**src/otg_evt_pkg.sv**
```systemverilog
// constants shared by the event interrupt register block
package otg_evt_pkg;

	// ========================================================
	// widths
	localparam int unsigned SRC_W  = 5;
	localparam int unsigned REG_W  = 8;
	localparam int unsigned IDX_W  = 30;

	// ========================================================
	// register indices; byte address is four times the index
	localparam logic [IDX_W-1:0] IDX_RISE_WR   = 30'h0000000D;
	localparam logic [IDX_W-1:0] IDX_RISE_SET  = 30'h0000000E;
	localparam logic [IDX_W-1:0] IDX_RISE_CLR  = 30'h0000000F;
	localparam logic [IDX_W-1:0] IDX_FALL_WR   = 30'h00000010;
	localparam logic [IDX_W-1:0] IDX_FALL_SET  = 30'h00000011;
	localparam logic [IDX_W-1:0] IDX_FALL_CLR  = 30'h00000012;
	localparam logic [IDX_W-1:0] IDX_LIVE      = 30'h00000013;
	localparam logic [IDX_W-1:0] IDX_LATCH     = 30'h00000014;
	localparam logic [IDX_W-1:0] IDX_IRQ_STAT  = 30'h00000020;
	localparam logic [IDX_W-1:0] IDX_IRQ_MASK  = 30'h00000021;

	// ========================================================
	// source bit positions, shared by every register of the block
	localparam int unsigned BIT_ID_GROUNDED     = 4;
	localparam int unsigned BIT_SESS_OVER  = 3;
	localparam int unsigned BIT_SESS_OK    = 2;
	localparam int unsigned BIT_PWR_OK     = 1;
	localparam int unsigned BIT_DETACH     = 0;

	// ========================================================
	// reset values
	localparam logic [SRC_W-1:0] RST_EDGE_EN   = 5'h1F;
	localparam logic [SRC_W-1:0] RST_LATCH     = 5'h00;
	localparam logic [SRC_W-1:0] RST_IRQ_STAT  = 5'h00;
	localparam logic [SRC_W-1:0] RST_IRQ_MASK  = 5'h00;

	// ========================================================
	// bus encodings
	localparam logic [1:0] HTRANS_NONSEQ = 2'h2;
	localparam logic [1:0] HTRANS_SEQ    = 2'h3;

endpackage

```
**src/src_edge_detect.sv**
```systemverilog
// per-source sampling and edge detection for the event sources
`timescale 1ns/1ps
`default_nettype none

module src_edge_detect
	import otg_evt_pkg::*;
(
	input  wire logic             sys_clk,   // system clock
	input  wire logic             sys_rst,   // synchronous reset, active high
	input  wire logic [SRC_W-1:0] src_in,    // raw source levels
	output logic      [SRC_W-1:0] src_now,   // sampled source levels
	output logic      [SRC_W-1:0] rise,      // 0 to 1 seen this cycle
	output logic      [SRC_W-1:0] fall       // 1 to 0 seen this cycle
);

	// ========================================================
	// sampling
	logic [SRC_W-1:0] cur_ff;
	logic [SRC_W-1:0] prv_ff;
	logic             armed_ff;
	logic [SRC_W-1:0] nxt_cur;
	logic [SRC_W-1:0] nxt_prv;
	logic             nxt_armed;

	always_comb
	begin
		nxt_cur   = src_in;
		// the first sample after reset primes both stages, so a source
		// that is already high at release does not look like a rise
		nxt_prv   = armed_ff ? cur_ff : src_in;
		nxt_armed = 1'b1;
	end

	always_ff @(posedge sys_clk)
	begin
		if (sys_rst)
		begin
			cur_ff   <= 5'h00;
			prv_ff   <= 5'h00;
			armed_ff <= 1'b0;
		end
		else
		begin
			cur_ff   <= nxt_cur;
			prv_ff   <= nxt_prv;
			armed_ff <= nxt_armed;
		end
	end

	assign src_now = cur_ff;

	// ========================================================
	// edges: compare each sample with the previous clock's one
	// armed waits one sample so reset values never fake an edge
	genvar g;
	generate
		for (g = 0; g < SRC_W; g++)
		begin : g_bit
			assign rise[g] = armed_ff & cur_ff[g] & ~prv_ff[g];
			assign fall[g] = armed_ff & ~cur_ff[g] & prv_ff[g];
		end
	endgenerate

endmodule

`default_nettype wire

```
**src/usb_otg_event_interrupt_regs.sv**
```systemverilog
// event interrupt registers of the otg transceiver, reached over ahb-lite
//
// Design decision made here: the AHB-Lite interface to the registers.
`timescale 1ns/1ps
`default_nettype none

module usb_otg_event_interrupt_regs
	import otg_evt_pkg::*;
(
	input  wire logic             sys_clk,       // system clock, 50 MHz
	input  wire logic             sys_rst,       // synchronous reset, active high
	input  wire logic             hsel,          // slave select
	input  wire logic [31:0]      haddr,         // byte address
	input  wire logic [1:0]       htrans,        // transfer type
	input  wire logic             hwrite,        // write when high
	input  wire logic [2:0]       hsize,         // transfer size
	input  wire logic [31:0]      hwdata,        // write data
	input  wire logic             hready,        // bus ready
	output logic      [31:0]      hrdata,        // read data
	output logic                  hreadyout,     // slave ready
	output logic                  hresp,         // always okay
	input  wire logic             id_grounded,   // id detector
	input  wire logic             session_over,  // session end comparator
	input  wire logic             session_ok,    // session valid comparator
	input  wire logic             bus_power_ok,  // bus_power_ok_bit comparator
	input  wire logic             host_detach,   // host disconnect detector
	input  wire logic             low_power_enter, // pulse: phy enters low power
	output logic                  rxcmd_valid,   // rxcmd waiting for the link
	output logic      [SRC_W-1:0] rxcmd_data,    // source values carried
	input  wire logic             rxcmd_ready,   // link takes the rxcmd
	output logic                  irq            // level interrupt
);

	// ========================================================
	// sources and edges
	logic [SRC_W-1:0] src_raw;
	logic [SRC_W-1:0] src_now;
	logic [SRC_W-1:0] rise;
	logic [SRC_W-1:0] fall;

	always_comb
	begin
		src_raw                = 5'h00;
		src_raw[BIT_ID_GROUNDED]    = id_grounded;
		src_raw[BIT_SESS_OVER] = session_over;
		src_raw[BIT_SESS_OK]   = session_ok;
		src_raw[BIT_PWR_OK]    = bus_power_ok;
		src_raw[BIT_DETACH]    = host_detach;
	end

	src_edge_detect u_edge
	(
		.sys_clk (sys_clk),
		.sys_rst (sys_rst),
		.src_in  (src_raw),
		.src_now (src_now),
		.rise    (rise),
		.fall    (fall)
	);

	// ========================================================
	// bus front end
	// reads take one wait state so that a write in the preceding data
	// phase is already visible; writes finish with no wait
	logic             wr_pend_ff;
	logic             rd_pend_ff;
	logic [IDX_W-1:0] idx_ff;
	logic             hreadyout_ff;
	logic [31:0]      hrdata_ff;
	logic             nxt_wr_pend;
	logic             nxt_rd_pend;
	logic [IDX_W-1:0] nxt_idx;
	logic             nxt_hreadyout;
	logic [31:0]      nxt_hrdata;
	logic             take;
	logic [REG_W-1:0] wbyte;
	logic             wr_do;
	logic             rd_do;

	assign take  = hsel & hready & htrans[1];
	assign wbyte = hwdata[REG_W-1:0];
	assign wr_do = wr_pend_ff;
	assign rd_do = rd_pend_ff;

	// ========================================================
	// registers
	logic [SRC_W-1:0] rise_en_ff;
	logic [SRC_W-1:0] fall_en_ff;
	logic [SRC_W-1:0] latch_ff;
	logic [SRC_W-1:0] irq_stat_ff;
	logic [SRC_W-1:0] irq_mask_ff;
	logic [SRC_W-1:0] nxt_rise_en;
	logic [SRC_W-1:0] nxt_fall_en;
	logic [SRC_W-1:0] nxt_latch;
	logic [SRC_W-1:0] nxt_irq_stat;
	logic [SRC_W-1:0] nxt_irq_mask;
	logic [SRC_W-1:0] evt;
	logic [SRC_W-1:0] rd_val;

	// unmasked change per source
	assign evt = (rise & rise_en_ff) | (fall & fall_en_ff);

	// read mux; reserved bits 7..5 and unmapped words read zero
	always_comb
	begin
		rd_val = 5'h00;
		unique case (idx_ff)
			IDX_RISE_WR, IDX_RISE_SET, IDX_RISE_CLR: rd_val = rise_en_ff;
			IDX_FALL_WR, IDX_FALL_SET, IDX_FALL_CLR: rd_val = fall_en_ff;
			IDX_LIVE:                                rd_val = src_now;
			IDX_LATCH:                               rd_val = latch_ff;
			IDX_IRQ_STAT:                            rd_val = irq_stat_ff;
			IDX_IRQ_MASK:                            rd_val = irq_mask_ff;
			default:                                 rd_val = 5'h00;
		endcase
	end

	always_comb
	begin
		nxt_wr_pend   = take & hwrite;
		nxt_rd_pend   = take & ~hwrite;
		nxt_idx       = take ? haddr[31:2] : idx_ff;
		nxt_hreadyout = ~(take & ~hwrite);
		nxt_hrdata    = hrdata_ff;
		if (rd_do)
		begin
			nxt_hrdata = {27'h0000000, rd_val};
		end
	end

	always_ff @(posedge sys_clk)
	begin
		if (sys_rst)
		begin
			wr_pend_ff   <= 1'b0;
			rd_pend_ff   <= 1'b0;
			idx_ff       <= 30'h00000000;
			hreadyout_ff <= 1'b1;
			hrdata_ff    <= 32'h00000000;
		end
		else
		begin
			wr_pend_ff   <= nxt_wr_pend;
			rd_pend_ff   <= nxt_rd_pend;
			idx_ff       <= nxt_idx;
			hreadyout_ff <= nxt_hreadyout;
			hrdata_ff    <= nxt_hrdata;
		end
	end

	// ========================================================
	// register updates
	always_comb
	begin
		nxt_rise_en  = rise_en_ff;
		nxt_fall_en  = fall_en_ff;
		nxt_irq_mask = irq_mask_ff;
		nxt_latch    = latch_ff;
		nxt_irq_stat = irq_stat_ff;
		if (wr_do)
		begin
			unique case (idx_ff)
				IDX_RISE_WR:  nxt_rise_en  = wbyte[SRC_W-1:0];
				IDX_RISE_SET: nxt_rise_en  = rise_en_ff | wbyte[SRC_W-1:0];
				IDX_RISE_CLR: nxt_rise_en  = rise_en_ff & ~wbyte[SRC_W-1:0];
				IDX_FALL_WR:  nxt_fall_en  = wbyte[SRC_W-1:0];
				IDX_FALL_SET: nxt_fall_en  = fall_en_ff | wbyte[SRC_W-1:0];
				IDX_FALL_CLR: nxt_fall_en  = fall_en_ff & ~wbyte[SRC_W-1:0];
				IDX_IRQ_STAT: nxt_irq_stat = irq_stat_ff & ~wbyte[SRC_W-1:0];
				IDX_IRQ_MASK: nxt_irq_mask = wbyte[SRC_W-1:0];
				// live and latch words ignore writes
				default:      nxt_rise_en  = rise_en_ff;
			endcase
		end
		// the whole latch word clears as it is returned, or on low power
		if ((rd_do && idx_ff == IDX_LATCH) || low_power_enter)
		begin
			nxt_latch = 5'h00;
		end
		// a new event in the clearing cycle is kept
		nxt_latch    = nxt_latch | evt;
		nxt_irq_stat = nxt_irq_stat | evt;
	end

	always_ff @(posedge sys_clk)
	begin
		if (sys_rst)
		begin
			rise_en_ff  <= RST_EDGE_EN;
			fall_en_ff  <= RST_EDGE_EN;
			latch_ff    <= RST_LATCH;
			irq_stat_ff <= RST_IRQ_STAT;
			irq_mask_ff <= RST_IRQ_MASK;
		end
		else
		begin
			rise_en_ff  <= nxt_rise_en;
			fall_en_ff  <= nxt_fall_en;
			latch_ff    <= nxt_latch;
			irq_stat_ff <= nxt_irq_stat;
			irq_mask_ff <= nxt_irq_mask;
		end
	end

	// ========================================================
	// rxcmd queue
	// one slot: later enabled edges merge into the waiting rxcmd with fresh
	// source values, so the link sees the state at the newest enabled edge
	// limitation: a link that stalls across several changes sees only
	// the final values, never the intermediate ones
	logic             rxv_ff;
	logic [SRC_W-1:0] rxd_ff;
	logic             nxt_rxv;
	logic [SRC_W-1:0] nxt_rxd;

	always_comb
	begin
		nxt_rxv = rxv_ff;
		nxt_rxd = rxd_ff;
		if (rxv_ff && rxcmd_ready)
		begin
			nxt_rxv = 1'b0;
		end
		// a fresh event wins over the hand-off in the same cycle
		if (|evt)
		begin
			nxt_rxv = 1'b1;
			nxt_rxd = src_now;
		end
	end

	always_ff @(posedge sys_clk)
	begin
		if (sys_rst)
		begin
			rxv_ff <= 1'b0;
			rxd_ff <= 5'h00;
		end
		else
		begin
			rxv_ff <= nxt_rxv;
			rxd_ff <= nxt_rxd;
		end
	end

	// ========================================================
	// interrupt
	// built from the next status and mask, so irq follows a status or
	// mask change at the same edge rather than one cycle later
	logic irq_ff;
	logic nxt_irq;

	always_comb
	begin
		nxt_irq = |(nxt_irq_stat & nxt_irq_mask);
	end

	always_ff @(posedge sys_clk)
	begin
		if (sys_rst)
		begin
			irq_ff <= 1'b0;
		end
		else
		begin
			irq_ff <= nxt_irq;
		end
	end

	// ========================================================
	// bus response
	// no error is ever signalled, but the response still leaves a
	// flip-flop like every other output of the block
	logic hresp_ff;
	logic nxt_hresp;

	always_comb
	begin
		nxt_hresp = 1'b0;
	end

	always_ff @(posedge sys_clk)
	begin
		if (sys_rst)
		begin
			hresp_ff <= 1'b0;
		end
		else
		begin
			hresp_ff <= nxt_hresp;
		end
	end

	// ========================================================
	// outputs
	assign hrdata      = hrdata_ff;
	assign hreadyout   = hreadyout_ff;
	assign hresp       = hresp_ff;
	assign rxcmd_valid = rxv_ff;
	assign rxcmd_data  = rxd_ff;
	assign irq         = irq_ff;

endmodule

`default_nettype wire

```
**config.mk**
```make
export PLATFORM = sky130hd
export DESIGN_NAME = usb_otg_event_interrupt_regs
export DESIGN_NICKNAME = d
export VERILOG_FILES = /design/src/otg_evt_pkg.sv /design/src/src_edge_detect.sv /design/src/usb_otg_event_interrupt_regs.sv
export SDC_FILE = /design/constraint.sdc
export NUM_CORES = 1
export LEC_CHECK = 0
export CORE_MARGIN = 4
export CORE_UTILIZATION = 40
export DETAILED_ROUTE_END_ITERATION = 8
export DONT_BUFFER_PORTS = 1
export GPL_ROUTABILITY_DRIVEN = 0
export PLACE_DENSITY = 0.57
export SLEW_MARGIN = 15
export SYNTH_ARGS = -nofsm -noshare
export SYNTH_HDL_FRONTEND = slang
export SYNTH_HIERARCHICAL = 1
export SYNTH_SLANG_ARGS = --single-unit
```
**constraint.sdc**
```tcl
create_clock -name sys_clk -period 3 [get_ports sys_clk]
set_clock_uncertainty 0.15 [all_clocks]
set_input_delay 0 -clock sys_clk [delete_from_list [all_inputs] [get_ports sys_clk]]
set_output_delay 0 -clock sys_clk [all_outputs]
set_load 0.1 [all_outputs]
```
==> flow_metrics.tcl <==
set metrics [dict create \
    core_sq_mm 0.008848 \
    synth_seq_cells 81 \
    grt_pass1_wl_microns 14550 \
    drtIter0Drc 160 \
    synth_cell_types 47 \
    setup_viol 0 \
    multi_input_area_sq_mm 0.001836 \
    hold_class "in2reg" \
    p_seq_share_pct 47.8 \
    postSynth.asyncResetShare_pct 0 \
    arrival_ps 2690 \
    vias 3131 \
    drv_cap 0 \
    syn_avg_cell_area_sq_um 8.575 \
    fin_crit_sh_pct 87.50 \
    grt_max_degree 78 \
    yosysWarnings 6 \
    layout_setup_ws_ps 374.9 \
    power_mw 2.385 \
    hold_violations 0 \
    globalRoute.totalOverflow 0 \
    cts_tree "built" \
    irDropWorstVdd_mv 0.2281 \
    initial_utilization_pct 41.67 \
    clkPwrFrac_pct 33.4 \
    dp_hpwl_microns 6293 \
    crit_path_max_fanout 5 \
    wl_per_cell_microns 14.56 \
    clk_pin_slew_worst_paths_ps 80 \
    slew_viol_final 0 \
    antenna_cells 0 \
    first_pass_iters 4 \
    start_kind "flop" \
    min_period_ps 2625 \
    hold_buffers 50 \
    cts_setup_buffers 0 \
    pwr_density_cell_mw_per_mm2 527.2 \
    final_cells 606 \
    synth_cells 430 \
    switchingPower_uw 725.4 \
    clk_latency_ps 340 \
    layout.nets 575 \
    yosysSeqAreaShare_pct 43.98 \
    cts_num_sinks 81 \
    synthTopCellsByArea "dfxtp_1 44%, nand2_1 7.9%, a21oi_1 6.1%" \
    antenna_left 0 \
    clockBufferDepth 2 \
    ys.flop_type "dfxtp_1" \
    slew_headroom_pct 36.46 \
    synth_top_area_share_pct 43.98 \
    grt_use_met2_pct 24.65 \
    syn_area_sq_mm 0.003687 \
    cp.required_ps 3070 \
    dp_slack_ps 354.5 \
    status "finished clean" \
    seq_area_sq_mm 0.001622 \
    die-area_sq_mm 0.01082 \
    area_growth_pct 22.67 \
    die_w_microns 104.0 \
    globalRouteMet1Util_pct 22.58 \
    htreeDepth 3 \
    cts.repair.resized 0 \
    grt_pass1_vias 2916 \
    placed_area_sq_mm 0.003810 \
    cts_buffers 9 \
    tightest_slew_ps 953.1 \
    critPathKind "reg2reg" \
    root_buffer "clkbuf_8" \
    power.leakage_nw 1.770 \
    ios 122 \
    fill_cells 861 \
    synth-edff-count 0 \
    antenna_found_initial 0 \
    port_buffers 0 \
    drcViolationCount 0 \
    fmax_ghz 0.3809 \
    dp_cells 541 \
    intPower_mw 1.659 \
    vias_per_cell 5.167 \
    track_usage_pct 16.29 \
    final_cell_area_sq_mm 0.004523 \
    setup_tns_ps 0 \
    placementRows 34 \
    yosys.area.top_type "dfxtp_1" \
    rsz0062_at_grt "false" \
    die_h_microns 104.0 \
    totalWireLength_microns 8823 \
    end_kind "flop" \
    busiest_layer "met2" \
    groute.layer.met3.usage_pct 3.849 \
    pwr-share-comb_pct 18.8 \
    p_sw_share_pct 30.42 \
    layout-drive-gt1-share_pct 15.46 \
]
==> final cells by class <==
class	count	area share, %
multi-input combinational	319	40.58
inverter	8	0.6639
tap	108	2.988
clock buffer	12	3.430
sequential	81	35.85
timing repair buffer	75	15.60
clock inverter	3	0.8852
==> path summary, 6_finish.rpt <==
path	from	to	slack [ps]	cells after the start
setup / recovery	idx_ff[27]$_SDFFE_PP0P_	irq$_SDFF_PP0_	370	7
hold / removal	htrans[1]	idx_ff[6]$_SDFFE_PP0P_	180	3
setup reg to reg	idx_ff[27]$_SDFFE_PP0P_	irq$_SDFF_PP0_	370	7
hold reg to reg	idx_ff[20]$_SDFFE_PP0P_	idx_ff[20]$_SDFFE_PP0P_	310	2
==> layout by cell type (no fill, tap or decap), types with 3 or more instances in the layout <==
cell | Yosys | final
a211o_1 | 4 | 4
a21oi_1 | 45 | 45
a21oi_2 | 5 | 5
a22o_1 | 6 | 6
a22oi_1 | 14 | 14
a31oi_1 | 5 | 5
and3_1 | 4 | 4
and3b_1 | 4 | 4
buf_4 | 28 | 25
clkbuf_8 | 0 | 11
conb_1 | 1 | 28
dfxtp_1 | 81 | 81
dlygate4sd3_1 | 0 | 49
inv_1 | 8 | 8
mux2_2 | 9 | 9
mux2i_1 | 5 | 5
nand2_1 | 78 | 78
nand2_2 | 5 | 5
nand2b_2 | 5 | 5
nand3_1 | 12 | 12
nand4_1 | 5 | 5
nor2_1 | 18 | 18
nor2b_1 | 12 | 12
nor3_1 | 3 | 3
nor4_1 | 5 | 5
nor4_2 | 4 | 4
o21ai_0 | 13 | 13
o21ba_2 | 3 | 3
==> worst max-delay path: stages, from the launching register on <==
cell	delay [ps]
dfxtp_1	310
nor4_1	270
buf_4	170
nand4_1	140
or4_1	720
mux2_4	350
a22oi_1	240
a41oi_1	150
==> power by group through the flow <==
stage / combinational, mW / clock, mW / sequential, mW
final: 0.449 / 0.797 / 1.14
after global routing: 0.476 / 0.860 / 1.14
after CTS: 0.448 / 0.822 / 1.14
after detailed placement: 0.370 / 0 / 1.16
after global placement: 0.367 / 0 / 1.16
after floorplan: 0.320 / 0 / 1.20
==> synthesized netlist by cell type (6+ instances only) <==
cell type	count
a21oi_1	45
a22o_1	6
a22oi_1	14
buf_4	28
clkbuf_1	16
dfxtp_1	81
inv_1	8
mux2_2	9
nand2_1	78
nand3_1	12
nor2_1	18
nor2b_1	12
o21ai_0	13
==> sequential cells by signal, indices dropped and copies added (netlist names), 5 cells and up <==
signal,cells
fall_en_ff,5
irq_mask_ff,5
rxcmd_data,5
u_edge/src_now,5
u_edge/prv_ff,5
irq_stat_ff,5
latch_ff,5
idx_ff,30
hrdata,5
rise_en_ff,5
==> stage by stage <==
stage | util [%] | hold slack, ps
final | 51.12 | 175.7
after global routing | 51.12 | 195.1
after CTS | 51.12 | 173.2
after detailed placement | 43.06 | -83.57
after global placement | 43.06 | -84.30
after floorplan | - | -78.39
==> layer usage <==
| layer | vias up | routed length, microns | share of wire [%] |
|---|---|---|---|
| met1 | 1440 | 4182 | 47 |
| li1 | 1570 | - | - |
| met3 | 10 | 619 | 7.0 |
| met5 | - | 0 | 0 |
| met4 | 0 | 136 | 1.5 |
| met2 | 111 | 3884 | 44 |
==> logic make-up (layout without fill, tap and decap cells) <==
| family | count (synthesis) | count (layout) | share of synthesized area (%) |
|---|---|---|---|
| XOR/XNOR | 1 | 1 | 0.2376 |
| buffers and inverters | 57 | 98 | 8.992 |
| adder cells (fa/ha/maj) | 1 | 1 | 0.2715 |
| multiplexers | 15 | 15 | 4.513 |
| flip-flops | 81 | 81 | 43.98 |
| AO/OA/AOI/OAI | 103 | 103 | 17.78 |
| other | 1 | 28 | 0.1017 |
| AND/OR/NAND/NOR | 171 | 171 | 24.13 |
Note: power is estimated with default switching activity, not from simulation.
